**config.mk**
```make
export PLATFORM = sky130hd
export DESIGN_NAME = wakeup_osc_reset_control
export DESIGN_NICKNAME = d
export VERILOG_FILES = /design/src/logic/button_debounce.v /design/src/logic/wakeup_osc_reset_control.v
export VERILOG_INCLUDE_DIRS = /design/src /design/src/logic
export SDC_FILE = /design/constraint.sdc
export NUM_CORES = 1
export LEC_CHECK = 0
export BUFFER_PORTS_ARGS = -buffer_cell sky130_fd_sc_hd__clkbuf_2
export CELL_PAD_IN_SITES_DETAIL_PLACEMENT = 1
export CELL_PAD_IN_SITES_GLOBAL_PLACEMENT = 1
export CORE_MARGIN = 4
export CORE_UTILIZATION = 41
export DETAILED_ROUTE_END_ITERATION = 10
export GPL_TIMING_DRIVEN = 0
export HOLD_SLACK_MARGIN = 0.03
export PLACE_DENSITY = 0.77
export REMOVE_ABC_BUFFERS = 1
export SETUP_SLACK_MARGIN = 0.5
export SLEW_MARGIN = 20
export SYNTH_ARGS = -nofsm -noshare
export SYNTH_HDL_FRONTEND = slang
export SYNTH_SLANG_ARGS = --single-unit
export TNS_END_PERCENT = 5
```
**constraint.sdc**
```tcl
create_clock -name clk -period 2.2 [get_ports clk]
set_clock_uncertainty 0.15 [all_clocks]
set_input_delay 0.11 -clock clk [delete_from_list [all_inputs] [get_ports clk]]
set_output_delay 0.11 -clock clk [all_outputs]
set_load 0.02 [all_outputs]
```
**src/logic/wakeup_osc_defs.vh**
```
// Constants for the wake-up, oscillator and reset controller
`ifndef WAKEUP_OSC_DEFS_VH
`define WAKEUP_OSC_DEFS_VH

`define CMD_WIDTH        16
`define CMD_SW_RESET     16'hFE00
`define CMD_PLL_MASK     16'hFF00
`define CMD_PLL_CODE     16'hC200
`define PLL_MODE_BIT     1
`define RESET_TIME_MS    150
`define CLK_HZ           50000000
`define RESET_CYCLES     (`RESET_TIME_MS * (`CLK_HZ / 1000))
`define DEB_CYCLES       16'h0400
`define DEB_WIDTH        16
`define OSC_IDLE         2'h0
`define OSC_RUN          2'h1
`define OSC_WAIT_ACK     2'h2
`define EV_WIDTH         3
`define EV_POR           3'h0
`define EV_PB_PRESS      3'h1
`define EV_TIMER         3'h2
`define EV_LOW_SUPPLY    3'h3
`define EV_PB_RELEASE    3'h4
`define EV_STATUS_READ   3'h5
`define QUEUE_DEPTH      4
`define QPTR_WIDTH       2
`define QCNT_WIDTH       3

`endif

```
**src/logic/button_debounce.v**
```verilog
// Push-button synchroniser and de-bouncer with press and release pulses
module button_debounce (
  input  wire clk,
  input  wire reset_n,
  input  wire soft_reset,
  input  wire push_button_input,
  output reg  pressed,
  output reg  press_pulse,
  output reg  release_pulse
);
`include "wakeup_osc_defs.vh"

  reg                   sync_a;
  reg                   sync_b;
  reg [`DEB_WIDTH-1:0]  count;

  always @(posedge clk or negedge reset_n) begin
    if (!reset_n) begin
      sync_a        <= 1'b0;
      sync_b        <= 1'b0;
      count         <= {`DEB_WIDTH{1'b0}};
      pressed       <= 1'b0;
      press_pulse   <= 1'b0;
      release_pulse <= 1'b0;
    end else begin
      sync_a        <= push_button_input;
      sync_b        <= sync_a;
      press_pulse   <= 1'b0;
      release_pulse <= 1'b0;
      if (soft_reset) begin
        count   <= {`DEB_WIDTH{1'b0}};
        pressed <= 1'b0;
      end else if (sync_b == pressed) begin
        count <= {`DEB_WIDTH{1'b0}};
      end else if (count == `DEB_CYCLES - 16'h0001) begin
        count         <= {`DEB_WIDTH{1'b0}};
        pressed       <= sync_b;
        press_pulse   <= sync_b;
        release_pulse <= ~sync_b;
      end else begin
        count <= count + 16'h0001;
      end
    end
  end
endmodule // button_debounce

```
**src/logic/wakeup_osc_reset_control.v**
```verilog
// Wake-up event sequencer, oscillator gating and reset-mode control
// How it works
// Command bit 1 set in the PLL command selects normal reset mode.
// Host sends FE00h; device then enters software reset.
// Oscillator clock sequences events and de-bounces the push-button.
// Stopped oscillator starts for an event, then stops again.
// Starters: power-on, press, timer, low supply, release, status read.
// Two wake-ups in a row keep oscillator on until status read.
// Software reset acts exactly like power-on reset; code leaves queue entries and input synchronisers uncleared on it.
// Any reset restores sensitive mode and clears all control state.
// Commands ignored during reset; reset lasts up to 150 ms.
// Pending wake-ups queue in order; status read clears the oldest.
`include "wakeup_osc_defs.vh"
module wakeup_osc_reset_control (
  input  wire                  clk,
  input  wire                  reset_n,
  input  wire                  cmd_valid,
  input  wire [`CMD_WIDTH-1:0] cmd_word,
  input  wire                  status_read,
  input  wire                  push_button_input,
  input  wire                  timer_expired,
  input  wire                  low_supply,
  output wire                  cmd_ready,
  output reg                   osc_enable,
  output reg                   sensitive_reset,
  output reg                   in_reset,
  output reg                   event_pending,
  output reg  [`EV_WIDTH-1:0]  event_code,
  output reg                   status_ack
);

  parameter RESET_COUNT = `RESET_CYCLES;

  // ---------------------------------------------
  // Input synchronisers
  // ---------------------------------------------
  reg timer_a, timer_b, timer_c;
  reg low_a, low_b, low_c;

  always @(posedge clk or negedge reset_n) begin
    if (!reset_n) begin
      timer_a <= 1'b0;
      timer_b <= 1'b0;
      timer_c <= 1'b0;
      low_a   <= 1'b0;
      low_b   <= 1'b0;
      low_c   <= 1'b0;
    end else begin
      timer_a <= timer_expired;
      timer_b <= timer_a;
      timer_c <= timer_b;
      low_a   <= low_supply;
      low_b   <= low_a;
      low_c   <= low_b;
    end
  end

  wire timer_rise = timer_b & ~timer_c;
  wire low_rise   = low_b & ~low_c;

  // ---------------------------------------------
  // Reset sequencing
  // ---------------------------------------------
  reg [31:0] reset_count;
  reg        por_event;
  wire       sw_reset_cmd;

  assign cmd_ready    = ~in_reset;
  assign sw_reset_cmd = cmd_valid & ~in_reset &
                        (cmd_word == `CMD_SW_RESET);

  // Software reset reloads the same counter as power-on
  always @(posedge clk or negedge reset_n) begin
    if (!reset_n) begin
      in_reset    <= 1'b1;
      reset_count <= 32'h0000_0000;
      por_event   <= 1'b0;
    end else begin
      por_event <= 1'b0;
      if (sw_reset_cmd) begin
        in_reset    <= 1'b1;
        reset_count <= 32'h0000_0000;
      end else if (in_reset) begin
        if (reset_count >= RESET_COUNT - 1) begin
          in_reset  <= 1'b0;
          por_event <= 1'b1;
        end else begin
          reset_count <= reset_count + 32'h0000_0001;
        end
      end
    end
  end

  // ---------------------------------------------
  // Reset-mode selection
  // ---------------------------------------------
  always @(posedge clk or negedge reset_n) begin
    if (!reset_n) begin
      sensitive_reset <= 1'b1;
    end else if (sw_reset_cmd) begin
      sensitive_reset <= 1'b1;
    end else if (cmd_valid && !in_reset &&
                 (cmd_word & `CMD_PLL_MASK) == `CMD_PLL_CODE &&
                 cmd_word[`PLL_MODE_BIT]) begin
      sensitive_reset <= 1'b0;
    end
  end

  // ---------------------------------------------
  // Push-button de-bouncing
  // ---------------------------------------------
  wire pb_pressed;
  wire pb_press;
  wire pb_release;

  button_debounce u_debounce (
    .clk               (clk),
    .reset_n           (reset_n),
    .soft_reset        (in_reset),
    .push_button_input (push_button_input),
    .pressed           (pb_pressed),
    .press_pulse       (pb_press),
    .release_pulse     (pb_release)
  );

  // ---------------------------------------------
  // Wake-up event queue
  // ---------------------------------------------
  reg [`EV_WIDTH-1:0]   queue [0:`QUEUE_DEPTH-1];
  reg [`QPTR_WIDTH-1:0] rd_ptr;
  reg [`QPTR_WIDTH-1:0] wr_ptr;
  reg [`QCNT_WIDTH-1:0] q_count;
  reg                   wake_valid;
  reg [`EV_WIDTH-1:0]   wake_code;
  wire                  do_read;
  wire                  do_write;
  integer               i;

  // One event per cycle, fixed priority
  always @* begin
    wake_valid = 1'b1;
    wake_code  = `EV_POR;
    if (por_event) begin
      wake_code = `EV_POR;
    end else if (pb_press) begin
      wake_code = `EV_PB_PRESS;
    end else if (timer_rise) begin
      wake_code = `EV_TIMER;
    end else if (low_rise) begin
      wake_code = `EV_LOW_SUPPLY;
    end else begin
      wake_valid = 1'b0;
    end
  end

  assign do_read  = status_read & ~in_reset & (q_count != 3'h0);
  assign do_write = wake_valid & ~in_reset &
                    ((q_count != `QUEUE_DEPTH) | do_read);

  always @(posedge clk or negedge reset_n) begin
    if (!reset_n) begin
      rd_ptr  <= 2'h0;
      wr_ptr  <= 2'h0;
      q_count <= 3'h0;
      for (i = 0; i < `QUEUE_DEPTH; i = i + 1) begin
        queue[i] <= 3'h0;
      end
    end else if (in_reset) begin
      rd_ptr  <= 2'h0;
      wr_ptr  <= 2'h0;
      q_count <= 3'h0;
    end else begin
      if (do_write) begin
        queue[wr_ptr] <= wake_code;
        wr_ptr        <= wr_ptr + 2'h1;
      end
      if (do_read) begin
        rd_ptr <= rd_ptr + 2'h1;
      end
      if (do_write && !do_read) begin
        q_count <= q_count + 3'h1;
      end else if (do_read && !do_write) begin
        q_count <= q_count - 3'h1;
      end
    end
  end

  always @(posedge clk or negedge reset_n) begin
    if (!reset_n) begin
      event_pending <= 1'b0;
      event_code    <= 3'h0;
      status_ack    <= 1'b0;
    end else begin
      event_pending <= (q_count != 3'h0) & ~in_reset;
      event_code    <= queue[rd_ptr];
      status_ack    <= do_read;
    end
  end

  // ---------------------------------------------
  // Oscillator gating
  // ---------------------------------------------
  reg [1:0] state;
  reg [1:0] next_state;
  wire      any_event;

  assign any_event = wake_valid | pb_release |
                     (status_read & ~in_reset);

  always @* begin
    next_state = state;
    case (state)
      `OSC_IDLE: begin
        if (any_event) begin
          next_state = `OSC_RUN;
        end
      end
      `OSC_RUN: begin
        if (q_count >= 3'h2) begin
          next_state = `OSC_WAIT_ACK;
        end else if (!any_event) begin
          next_state = `OSC_IDLE;
        end
      end
      `OSC_WAIT_ACK: begin
        if (do_read) begin
          next_state = `OSC_RUN;
        end
      end
      default: begin
        next_state = `OSC_IDLE;
      end
    endcase
  end

  always @(posedge clk or negedge reset_n) begin
    if (!reset_n) begin
      state      <= `OSC_RUN;
      osc_enable <= 1'b1;
    end else if (in_reset || sw_reset_cmd) begin
      state      <= `OSC_RUN;
      osc_enable <= 1'b1;
    end else begin
      state      <= next_state;
      osc_enable <= (next_state != `OSC_IDLE) | pb_pressed;
    end
  end
endmodule // wakeup_osc_reset_control

```
==> results.yml, run 1 <==
power:
  power.leakage_nw: 2.212
  ir_drop_v: 0.0002443
  power_density_nw_per_um2: 523.3
placement:
  gp_congestion: 0.7384
  hpwl_um: 6069
  port_buffers: 30
  pre_cts_ws_ps: -653.0
  place_inst: 521
die:
  die_x_um: 106.3
  rows: 35
  die_h_um: 106.3
  initial_core_util: 0.4247
  die_area_sq_um: 11300
  pin_count: 32
  fp.coreArea_sq_um: 9328
timing:
  finalSetupViolations: 16
  period_share: 1.030
  max_freq_mhz: 441.1
  relSlewSlack: 0.5281
  whs_ps: 72.79
  timing.final.ws_setup_ps: -67.07
  rsz0062_at_grt: "yes"
  min_period_ps: 2267
  hold_viol: 0
  worst_slew_pin_slew_ps: 704.0
  slew_viol_final: 0
clocking:
  clkTransAtPathRegs_ps: 80
  cts_num_sinks: 84
  numCtsBuffers: 9
  cts_tree: "done"
  root_buffer: "clkbuf_8"
  clock_path_buffers: 2
  clk-insertion-delay-late_ps: 340
  cts-htree-levels: 3
run_status:
  violations: "setup timing"
  status: "complete, but fails checks"
drt:
  viasPerCell: 5.644
  num_vias: 3206
  firstDrtPassIters: 4
  wl_per_cell_um: 19.65
  wl_um: 11160
  drt_first_iter_violations: 196
  route.antenna.remaining_nets: 0
  drc: 0
worst_setup_path:
  critPathLaunchType: "register"
  critPathKind: "reg -> reg"
  crit_cells: 6
  crit_path_max_fanout: 8
  arrival_ps: 2390
  crit_buf_inv: 1
  rr_worst_depth: 6
  max_stage_delay_ps: 490
  crit_required_ps: 2320
  end_kind: "register"
  crit_family: "simple AND/OR/NAND/NOR gates"
  path_cells: "nor4_2 > nor3_2 > a211o_4 > buf_4 > or3_4 > a21oi_2"
  cpMaxStageDelayCell: "dfrtp_1"
yosys:
  synth_area_sq_um: 3961
  synthTopCellsByArea: "dfrtp_1 51%, nor2_1 3.3%, xor2_1 3.1%"
  ys_warn_count: 0
  ys_ff_latch: 84
  synth_top_area_share: 0.5054
  postSynthAreaPerCell_sq_um: 10.56
  synthCells: 375
  async_flop_share: 1.000
  synthFlopType: "dfrtp_1"
  yosysTopAreaCell: "dfrtp_1"
  ys_seq_area_frac: 0.5319
  ys_types: 52
  synth-edff-count: 0
hold_path:
  hold_class: "in -> reg"
  holdPathStages: 4
global_route:
  antenna_found_initial: 0
  grt_max_degree: 85
  grt_usage: 0.2042
  grt_pass1_vias: 3481
  grt_first_pass_wirelength_um: 18080
  grt_overflow: 0
flow_run:
  cap_violations: 0
layout:
  post-route-util: 0.5450
  multiInputGateArea_sq_um: 2185
  syn_to_final_growth_pct: 28.33
  fin_cells: 568
  fillers: 1009
  register_area_sq_um: 2116
  drive_above_1_share: 0.3599
  nets: 464
  diodes: 0
layer usage:
layer	share of wire	up-vias	track usage
li1	-	1465	-
met1	0.40	1653	0.2356
met2	0.55	68	0.3715
met3	0.029	20	0.03947
met4	0.021	0	0.07863
met5	0	-	0
tightest hold or removal path, stage by stage:
cell	delay, ps
clkbuf_2	80
or4bb_4	130
nor3_1	50
o21ai_0	150
final timing paths:
kind	start	to	slack, ps
max	reset_count[19]$_DFFE_PN0P_	reset_count[21]$_DFFE_PN0P_	-70
min	cmd_word[8]	sensitive_reset$_DFFE_PN1P_	70
max reg2reg	reset_count[19]$_DFFE_PN0P_	reset_count[21]$_DFFE_PN0P_	-70
min reg2reg	timer_a$_DFF_PN0_	timer_b$_DFF_PN0_	210
max in group asynchronous	reset_n	reset_count[10]$_DFFE_PN0P_	1160
min in group asynchronous	reset_n	event_code[0]$_DFF_PN0_	240
kinds of logic after synthesis:
family / Yosys count / share of synthesized area
xor+xnor: 19 / 0.04201
fa+ha+maj: 7 / 0.02400
flops: 84 / 0.5319
mux: 15 / 0.04706
other cells: 1 / 0.0009467
buf+inv: 25 / 0.03316
compound gates: 54 / 0.07960
simple gates: 170 / 0.2413
layout make-up:
| type | instances | area share |
|---|---|---|
| flip-flops and latches | 84 | 0.4162 |
| repair buffers | 56 | 0.07999 |
| well taps | 129 | 0.03175 |
| clock buffers | 12 | 0.02855 |
| multi-input cells | 271 | 0.4297 |
| clock inverters | 4 | 0.004922 |
| inverters | 12 | 0.008860 |
registers in the layout, indices dropped and copies added, names as in the netlist, 2 cells and up:
register / cells
q_count: 3
state: 2
queue: 8
event_code: 2
rd_ptr: 2
u_debounce.count: 16
reset_count: 32
wr_ptr: 2
what timing repair did:
| action | 4_1_cts | 5_1_grt |
|---|---|---|
| hold buffers | 6 | 0 |
| cloned | 4 | 1 |
| gates resized for setup | 89 | 22 |
| buffers inserted | 17 | 3 |
| pin swaps | 90 | 21 |
| setup endpoints to repair | 69 | 68 |
| hold endpoints to repair | 84 | 0 |
per-stage QoR:
stage | power [mW] | instance area (sq um) | TNS, ps
floorplan | 1.613 | 3875 | -581.2
detailed placement | 1.675 | 4195 | -12580
finish | 2.660 | 5084 | -491.8
global placement | 1.668 | 4187 | -14090
global route | 2.777 | 5084 | -2383
CTS | 2.678 | 4969 | -0.5185
power breakdown:
part	switching, mW	total (mW)	internal, mW
combinational	0.0593	0.0937	0.0344
sequential	0.0125	1.57	1.56
clock	0.559	0.999	0.439
total	0.631	2.66	2.03
cells in the mapped netlist (3+ instances only):
master,instances
ha_1,6
nand4_1,10
xor2_1,14
and2_1,11
dfrtp_1,80
mux2i_1,4
nand2_1,27
dfstp_2,4
nand3_1,21
inv_1,12
or4_1,4
o21ai_0,20
a21oi_1,20
or4_4,3
xnor2_1,5
and4_1,3
nor4_1,4
buf_2,3
clkbuf_1,3
nor3_1,10
or3_1,18
mux2_2,9
and3_1,4
nand2b_1,4
buf_4,5
nor2_1,35
layout by cell type (no fill, tap or decap), types with 5 or more instances in the layout:
cell type      netlist  routed
a211o_4              0       5
a21oi_1             20      10
a21oi_2              1      11
and2_1              11      10
buf_4                5      14
buf_6                2       6
clkbuf_2             0      28
clkbuf_8             0      11
dfrtp_1             80      76
dlygate4sd3_1        0       6
ha_1                 6       5
inv_1               12      12
mux2_4               0       9
nand2_1             27      22
nand3_1             21      20
nand4_1             10      10
nor2_1              35      28
nor3_2               0       5
o21ai_0             20      12
or3_1               18      13
or3_4                0       5
xor2_1              14      13
Power figures use the tool's default switching activity.
==> run 2, diff against run 1 <==
- RECOVER_POWER: unset -> 100
- SKIP_LAST_GASP: unset -> 1
- SLEW_MARGIN: 20 -> 30
==> results.yml, run 2 (synthesized netlist as in run 1, its figures left out) <==
run_status:
  status: "complete, but fails checks"
  violations: "capacitance limit, setup timing"
die:
  rows: 35
  pin_count: 32
  die_area_sq_um: 11300
  initial_core_util: 0.4247
  die_x_um: 106.3
  fp.coreArea_sq_um: 9328
  die_h_um: 106.3
clocking:
  clkTransAtPathRegs_ps: 90
  numCtsBuffers: 9
  cts_tree: "done"
  cts-htree-levels: 3
  cts_num_sinks: 84
  clk-insertion-delay-late_ps: 360
  clock_path_buffers: 2
  root_buffer: "clkbuf_8"
global_route:
  grt_pass1_vias: 3426
  antenna_found_initial: 0
  grt_usage: 0.1957
  grt_overflow: 0
  grt_first_pass_wirelength_um: 17370
  grt_max_degree: 55
power:
  p_clk_frac: 0.380
  swShare: 0.2501
  pwr-share-seq: 0.585
  comb_power_share: 0.035
  intPower_mw: 2.007
  power_density_nw_per_um2: 565.7
  total_power_mw: 2.676
  power_switching_uw: 669.3
  ir_drop_v: 0.0003247
  power.leakage_nw: 2.020
placement:
  place_inst: 522
  gp_congestion: 0.7384
  port_buffers: 30
  hpwl_um: 6151
layout:
  final_cell_mix: "77 x dfrtp_1, 34 x nor2_1, 26 x nand2_1"
  top_regs: "reset_count: 32 flops, u_debounce.count: 16 flops, queue: 8 flops"
  regMostFlops: "reset_count"
  largest_reg_flops: 32
  fin_cells: 562
  layout_commonest_cell: "dfrtp_1"
  diodes: 0
  nets: 458
  drive_above_1_share: 0.2286
  fillers: 1051
  post-route-util: 0.5072
  syn_to_final_growth_pct: 19.43
worst_setup_path:
  crit_start: "reset_count[29]$_DFFE_PN0P_"
  critPathKind: "reg -> reg"
  rr_startpoint: "reset_count[29]$_DFFE_PN0P_"
  max_stage_delay_ps: 420
  crit_family: "simple AND/OR/NAND/NOR gates"
  cpMaxStageDelayCell: "dfrtp_1"
  arrival_ps: 2430
  critPathLaunchType: "register"
  crit_path_max_fanout: 11
  path_cells: "nor4_4 > nand4_1 > buf_4 > a211o_2 > or3_1 > a21oi_1"
  crit_buf_inv: 1
  crit_required_ps: 2330
  end_kind: "register"
timing:
  relSlewSlack: 0.006247
  min_period_ps: 2302
  rsz0062_at_grt: "yes"
  finalSetupViolations: 26
  whs_ps: 43.25
  worst_slew_pin_slew_ps: 1491
  slew_viol_final: 0
  max_freq_mhz: 434.3
  hold_viol: 0
  fin_setup_tns_ps: -1176
  timing.final.ws_setup_ps: -102.4
  period_share: 1.047
drt:
  wl_um: 10260
  num_vias: 3103
  firstDrtPassIters: 4
  viasPerCell: 5.521
  wl_per_cell_um: 18.25
  route.antenna.remaining_nets: 0
  drc: 0
  drt_first_iter_violations: 153
flow_run:
  cap_violations: 1
hold_path:
  hold_class: "in -> reg"
  hold_start: "cmd_word[8]"
==> run 2: changes by cell type in the layout (fill, tap and decap cells not counted), sizes merged <==
cell	change
buf	-8
clkinv	+1
inv	+2
a211o	-2
dlymetal6s4s	+1
==> run 2: timing repair <==
action	in CTS	in global routing
hold buffers	6	0
gates cloned	3	0
endpoints found under the setup margin	69	69
gates resized for setup	24	5
buffers inserted	14	1
hold endpoints to repair	86	0
pin swaps	23	4
==> run 2: power by group through the flow <==
stage	clock, mW	sequential, mW	combinational [mW]
2_1_floorplan	0	1.59	0.0196
3_3_place_gp	0	1.60	0.0730
3_5_place_dp	0	1.60	0.0848
4_1_cts	1.04	1.57	0.0964
5_1_grt	1.13	1.57	0.105
6_report	1.02	1.57	0.0925
==> run 2: per-layer routing <==
layer / vias to the layer above / global-route usage / share of wire
met5: - / 0 / 0
met4: 0 / 0.05088 / 0.011
met3: 12 / 0.03461 / 0.035
met2: 59 / 0.3661 / 0.54
met1: 1590 / 0.2297 / 0.41
li1: 1442 / - / -
==> run 2: metrics by stage <==
stage                     worst slack, ps  area, sq um
after floorplan                    -249.7         3875
after global placement             -640.4         4187
after detailed placement           -392.9         4224
after CTS                          -57.01         4752
after global routing               -203.6         4731
final                              -102.4         4731
==> run 2: area by class of cell <==
type | count | area [sq um] | share of cell area
flip-flops and latches | 84 | 2115 | 0.4470
inverters | 12 | 45.04 | 0.009521
clock buffers | 9 | 123.9 | 0.02618
well taps | 129 | 161.4 | 0.03412
clock inverters | 7 | 51.30 | 0.01084
repair buffers | 52 | 372.9 | 0.07882
multi-input cells | 269 | 1862 | 0.3935
==> run 2: worst register-to-register path: cells and delay by family (launching register included) <==
family                 cells  cell delay, ps
and+or+nand+nor            3             930
AOI/OAI and AO/OA          2             530
DFF                        1             420
buffers and inverters      1             200
==> run 2: worst paths after layout <==
| kind | to | slack (ps) | cells after the start |
|---|---|---|---|
| setup reg to reg | reset_count[7]$_DFFE_PN0P_ | -100 | 6 |
| min in group asynchronous | event_code[0]$_DFF_PN0_ | 600 | 2 |
| max in group asynchronous | q_count[0]$_DFFE_PN0P_ | 330 | 2 |
| setup / recovery | reset_count[7]$_DFFE_PN0P_ | -100 | 6 |
| hold reg to reg | timer_b$_DFF_PN0_ | 210 | 0 |
| hold / removal | sensitive_reset$_DFFE_PN1P_ | 40 | 4 |
==> run 3, diff against run 2 <==
--- a/constraint.sdc
+++ b/constraint.sdc
@@ -4,2 +4,2 @@
 set_output_delay 0.11 -clock clk [all_outputs]
-set_load 0.02 [all_outputs]
+set_load 0.1 [all_outputs]
==> results.yml, run 3 (synthesized netlist as in run 1, its figures left out) <==
run_status:
  status: "complete, but fails checks"
  violations: "setup timing"
power:
  power_switching_uw: 674.1
  pwr-share-seq: 0.584
  comb_power_share: 0.037
  p_clk_frac: 0.379
  power.leakage_nw: 2.030
  intPower_mw: 2.007
  swShare: 0.2514
  ir_drop_v: 0.0003251
  power_density_nw_per_um2: 566.6
worst_setup_path:
  critPathKind: "reg -> reg"
  rr_startpoint: "reset_count[29]$_DFFE_PN0P_"
  r2r_end: "reset_count[16]$_DFFE_PN0P_"
  r2r_setup_slack_ps: -120
  arrival_ps: 2440
  end_kind: "register"
  rr_worst_depth: 6
  crit_path_max_fanout: 11
  crit_required_ps: 2320
  critPathLaunchType: "register"
layout:
  largest_reg_flops: 32
  final_cell_mix: "77 x dfrtp_1, 34 x nor2_1, 26 x nand2_1"
  syn_to_final_growth_pct: 19.46
  nets: 458
  post-route-util: 0.5073
  top_regs: "reset_count: 32 flops, u_debounce.count: 16 flops, queue: 8 flops"
  layout_commonest_cell: "dfrtp_1"
  diodes: 0
  stdcell_area_sq_um: 4732
  regMostFlops: "reset_count"
  drive_above_1_share: 0.2356
drt:
  top_layer: "met4"
  firstDrtPassIters: 4
  num_vias: 3131
  viasPerCell: 5.571
  met1_length_um: 4203
  drt_first_iter_violations: 152
  wl_um: 10250
  dr_wl_met3_um: 327
  wl_per_cell_um: 18.24
  drc: 0
  route.antenna.remaining_nets: 0
  wl_met2_um: 5600
global_route:
  antenna_found_initial: 0
  grt_max_degree: 55
  grt_pass1_vias: 3426
  grt_usage: 0.1957
  grt_first_pass_wirelength_um: 17370
  grt_overflow: 0
die:
  die_h_um: 106.3
  rows: 35
  die_x_um: 106.3
  pin_count: 32
  fp.coreArea_sq_um: 9328
  initial_core_util: 0.4247
  die_area_sq_um: 11300
placement:
  gp_congestion: 0.7384
  hpwl_um: 6151
  pre_cts_ws_ps: -392.9
  port_buffers: 30
  placed_area_sq_um: 4224
timing:
  whs_ps: 43.65
  rsz0062_at_grt: "yes"
  worst_slew_pin_slew_ps: 1483
  period_share: 1.055
  relSlewSlack: 0.01124
  finalSetupViolations: 26
  hold_viol: 0
  slew_viol_final: 0
  max_freq_mhz: 430.8
  min_period_ps: 2321
  timing.final.ws_setup_ps: -121.1
clocking:
  clkTransAtPathRegs_ps: 90
  root_buffer: "clkbuf_8"
  cts_num_sinks: 84
  clk-insertion-delay-late_ps: 360
  cts_tree: "done"
  numCtsBuffers: 9
  clock_path_buffers: 2
  cts-htree-levels: 3
hold_path:
  hold_start: "cmd_word[8]"
  hold_class: "in -> reg"
  min_to: "sensitive_reset$_DFFE_PN1P_"
  holdPathStages: 4
flow_run:
  cap_violations: 0
run 3: area by class of cell:
type | count | area (sq um)
sequential | 84 | 2111
fill | 1051 | 4596
timing repair buffer | 52 | 377.9
clock buffer | 9 | 123.9
clock inverter | 7 | 51.30
multi-input combinational | 269 | 1862
tap | 129 | 161.4
inverter | 12 | 45.04
run 3: worst max-delay path, cell delays in order, from the launching register on:
cell and delay (ps):
dfrtp_1 420, nor4_4 330, nand4_1 200, buf_4 200, a211o_2 370, or3_1 370
a21oi_1 190
run 3: power groups by stage:
stage	registers (mW)	clock network [mW]	logic [mW]
finish	1.57	1.02	0.0984
global route	1.57	1.13	0.111
CTS	1.57	1.04	0.102
detailed placement	1.60	0	0.0908
global placement	1.60	0	0.0790
floorplan	1.59	0	0.0255
run 3: layer usage:
metal | vias up | track usage
li1 | 1442 | -
met4 | 0 | 0.05088
met1 | 1617 | 0.2297
met2 | 57 | 0.3661
met5 | - | 0
met3 | 15 | 0.03461
run 3: timing repair:
item / CTS / global route
gates cloned: 3 / 0
hold buffers: 6 / 0
hold endpoints to repair: 86 / 0
buffers inserted: 14 / 1
setup endpoints to repair: 70 / 70
pin swaps: 23 / 4
gates resized for setup: 24 / 5
run 3: metrics by stage:
step	power, mW	setup TNS, ps	std cells
5_1_grt	2.808	-6097	562
3_5_place_dp	1.687	-6155	522
6_report	2.681	-1336	562
4_1_cts	2.710	-485.9	561
3_3_place_gp	1.674	-14090	521
2_1_floorplan	1.619	-8830	362
run 3: worst max-delay path by stage:
| stage | endpoint | from | depth (start not counted) | slack, ps |
|---|---|---|---|---|
| 2_1_floorplan | osc_enable$_DFF_PN1_ | in_reset$_DFF_PN1_ | 5 | -790 |
| 3_3_place_gp | osc_enable$_DFF_PN1_ | in_reset$_DFF_PN1_ | 5 | -640 |
| 3_5_place_dp | osc_enable$_DFF_PN1_ | in_reset$_DFF_PN1_ | 5 | -390 |
| 4_1_cts | reset_count[10]$_DFFE_PN0P_ | reset_count[10]$_DFFE_PN0P_ | 6 | -60 |
| 5_1_grt | reset_count[8]$_DFFE_PN0P_ | reset_count[11]$_DFFE_PN0P_ | 6 | -200 |
| 6_report | reset_count[16]$_DFFE_PN0P_ | reset_count[29]$_DFFE_PN0P_ | 6 | -120 |
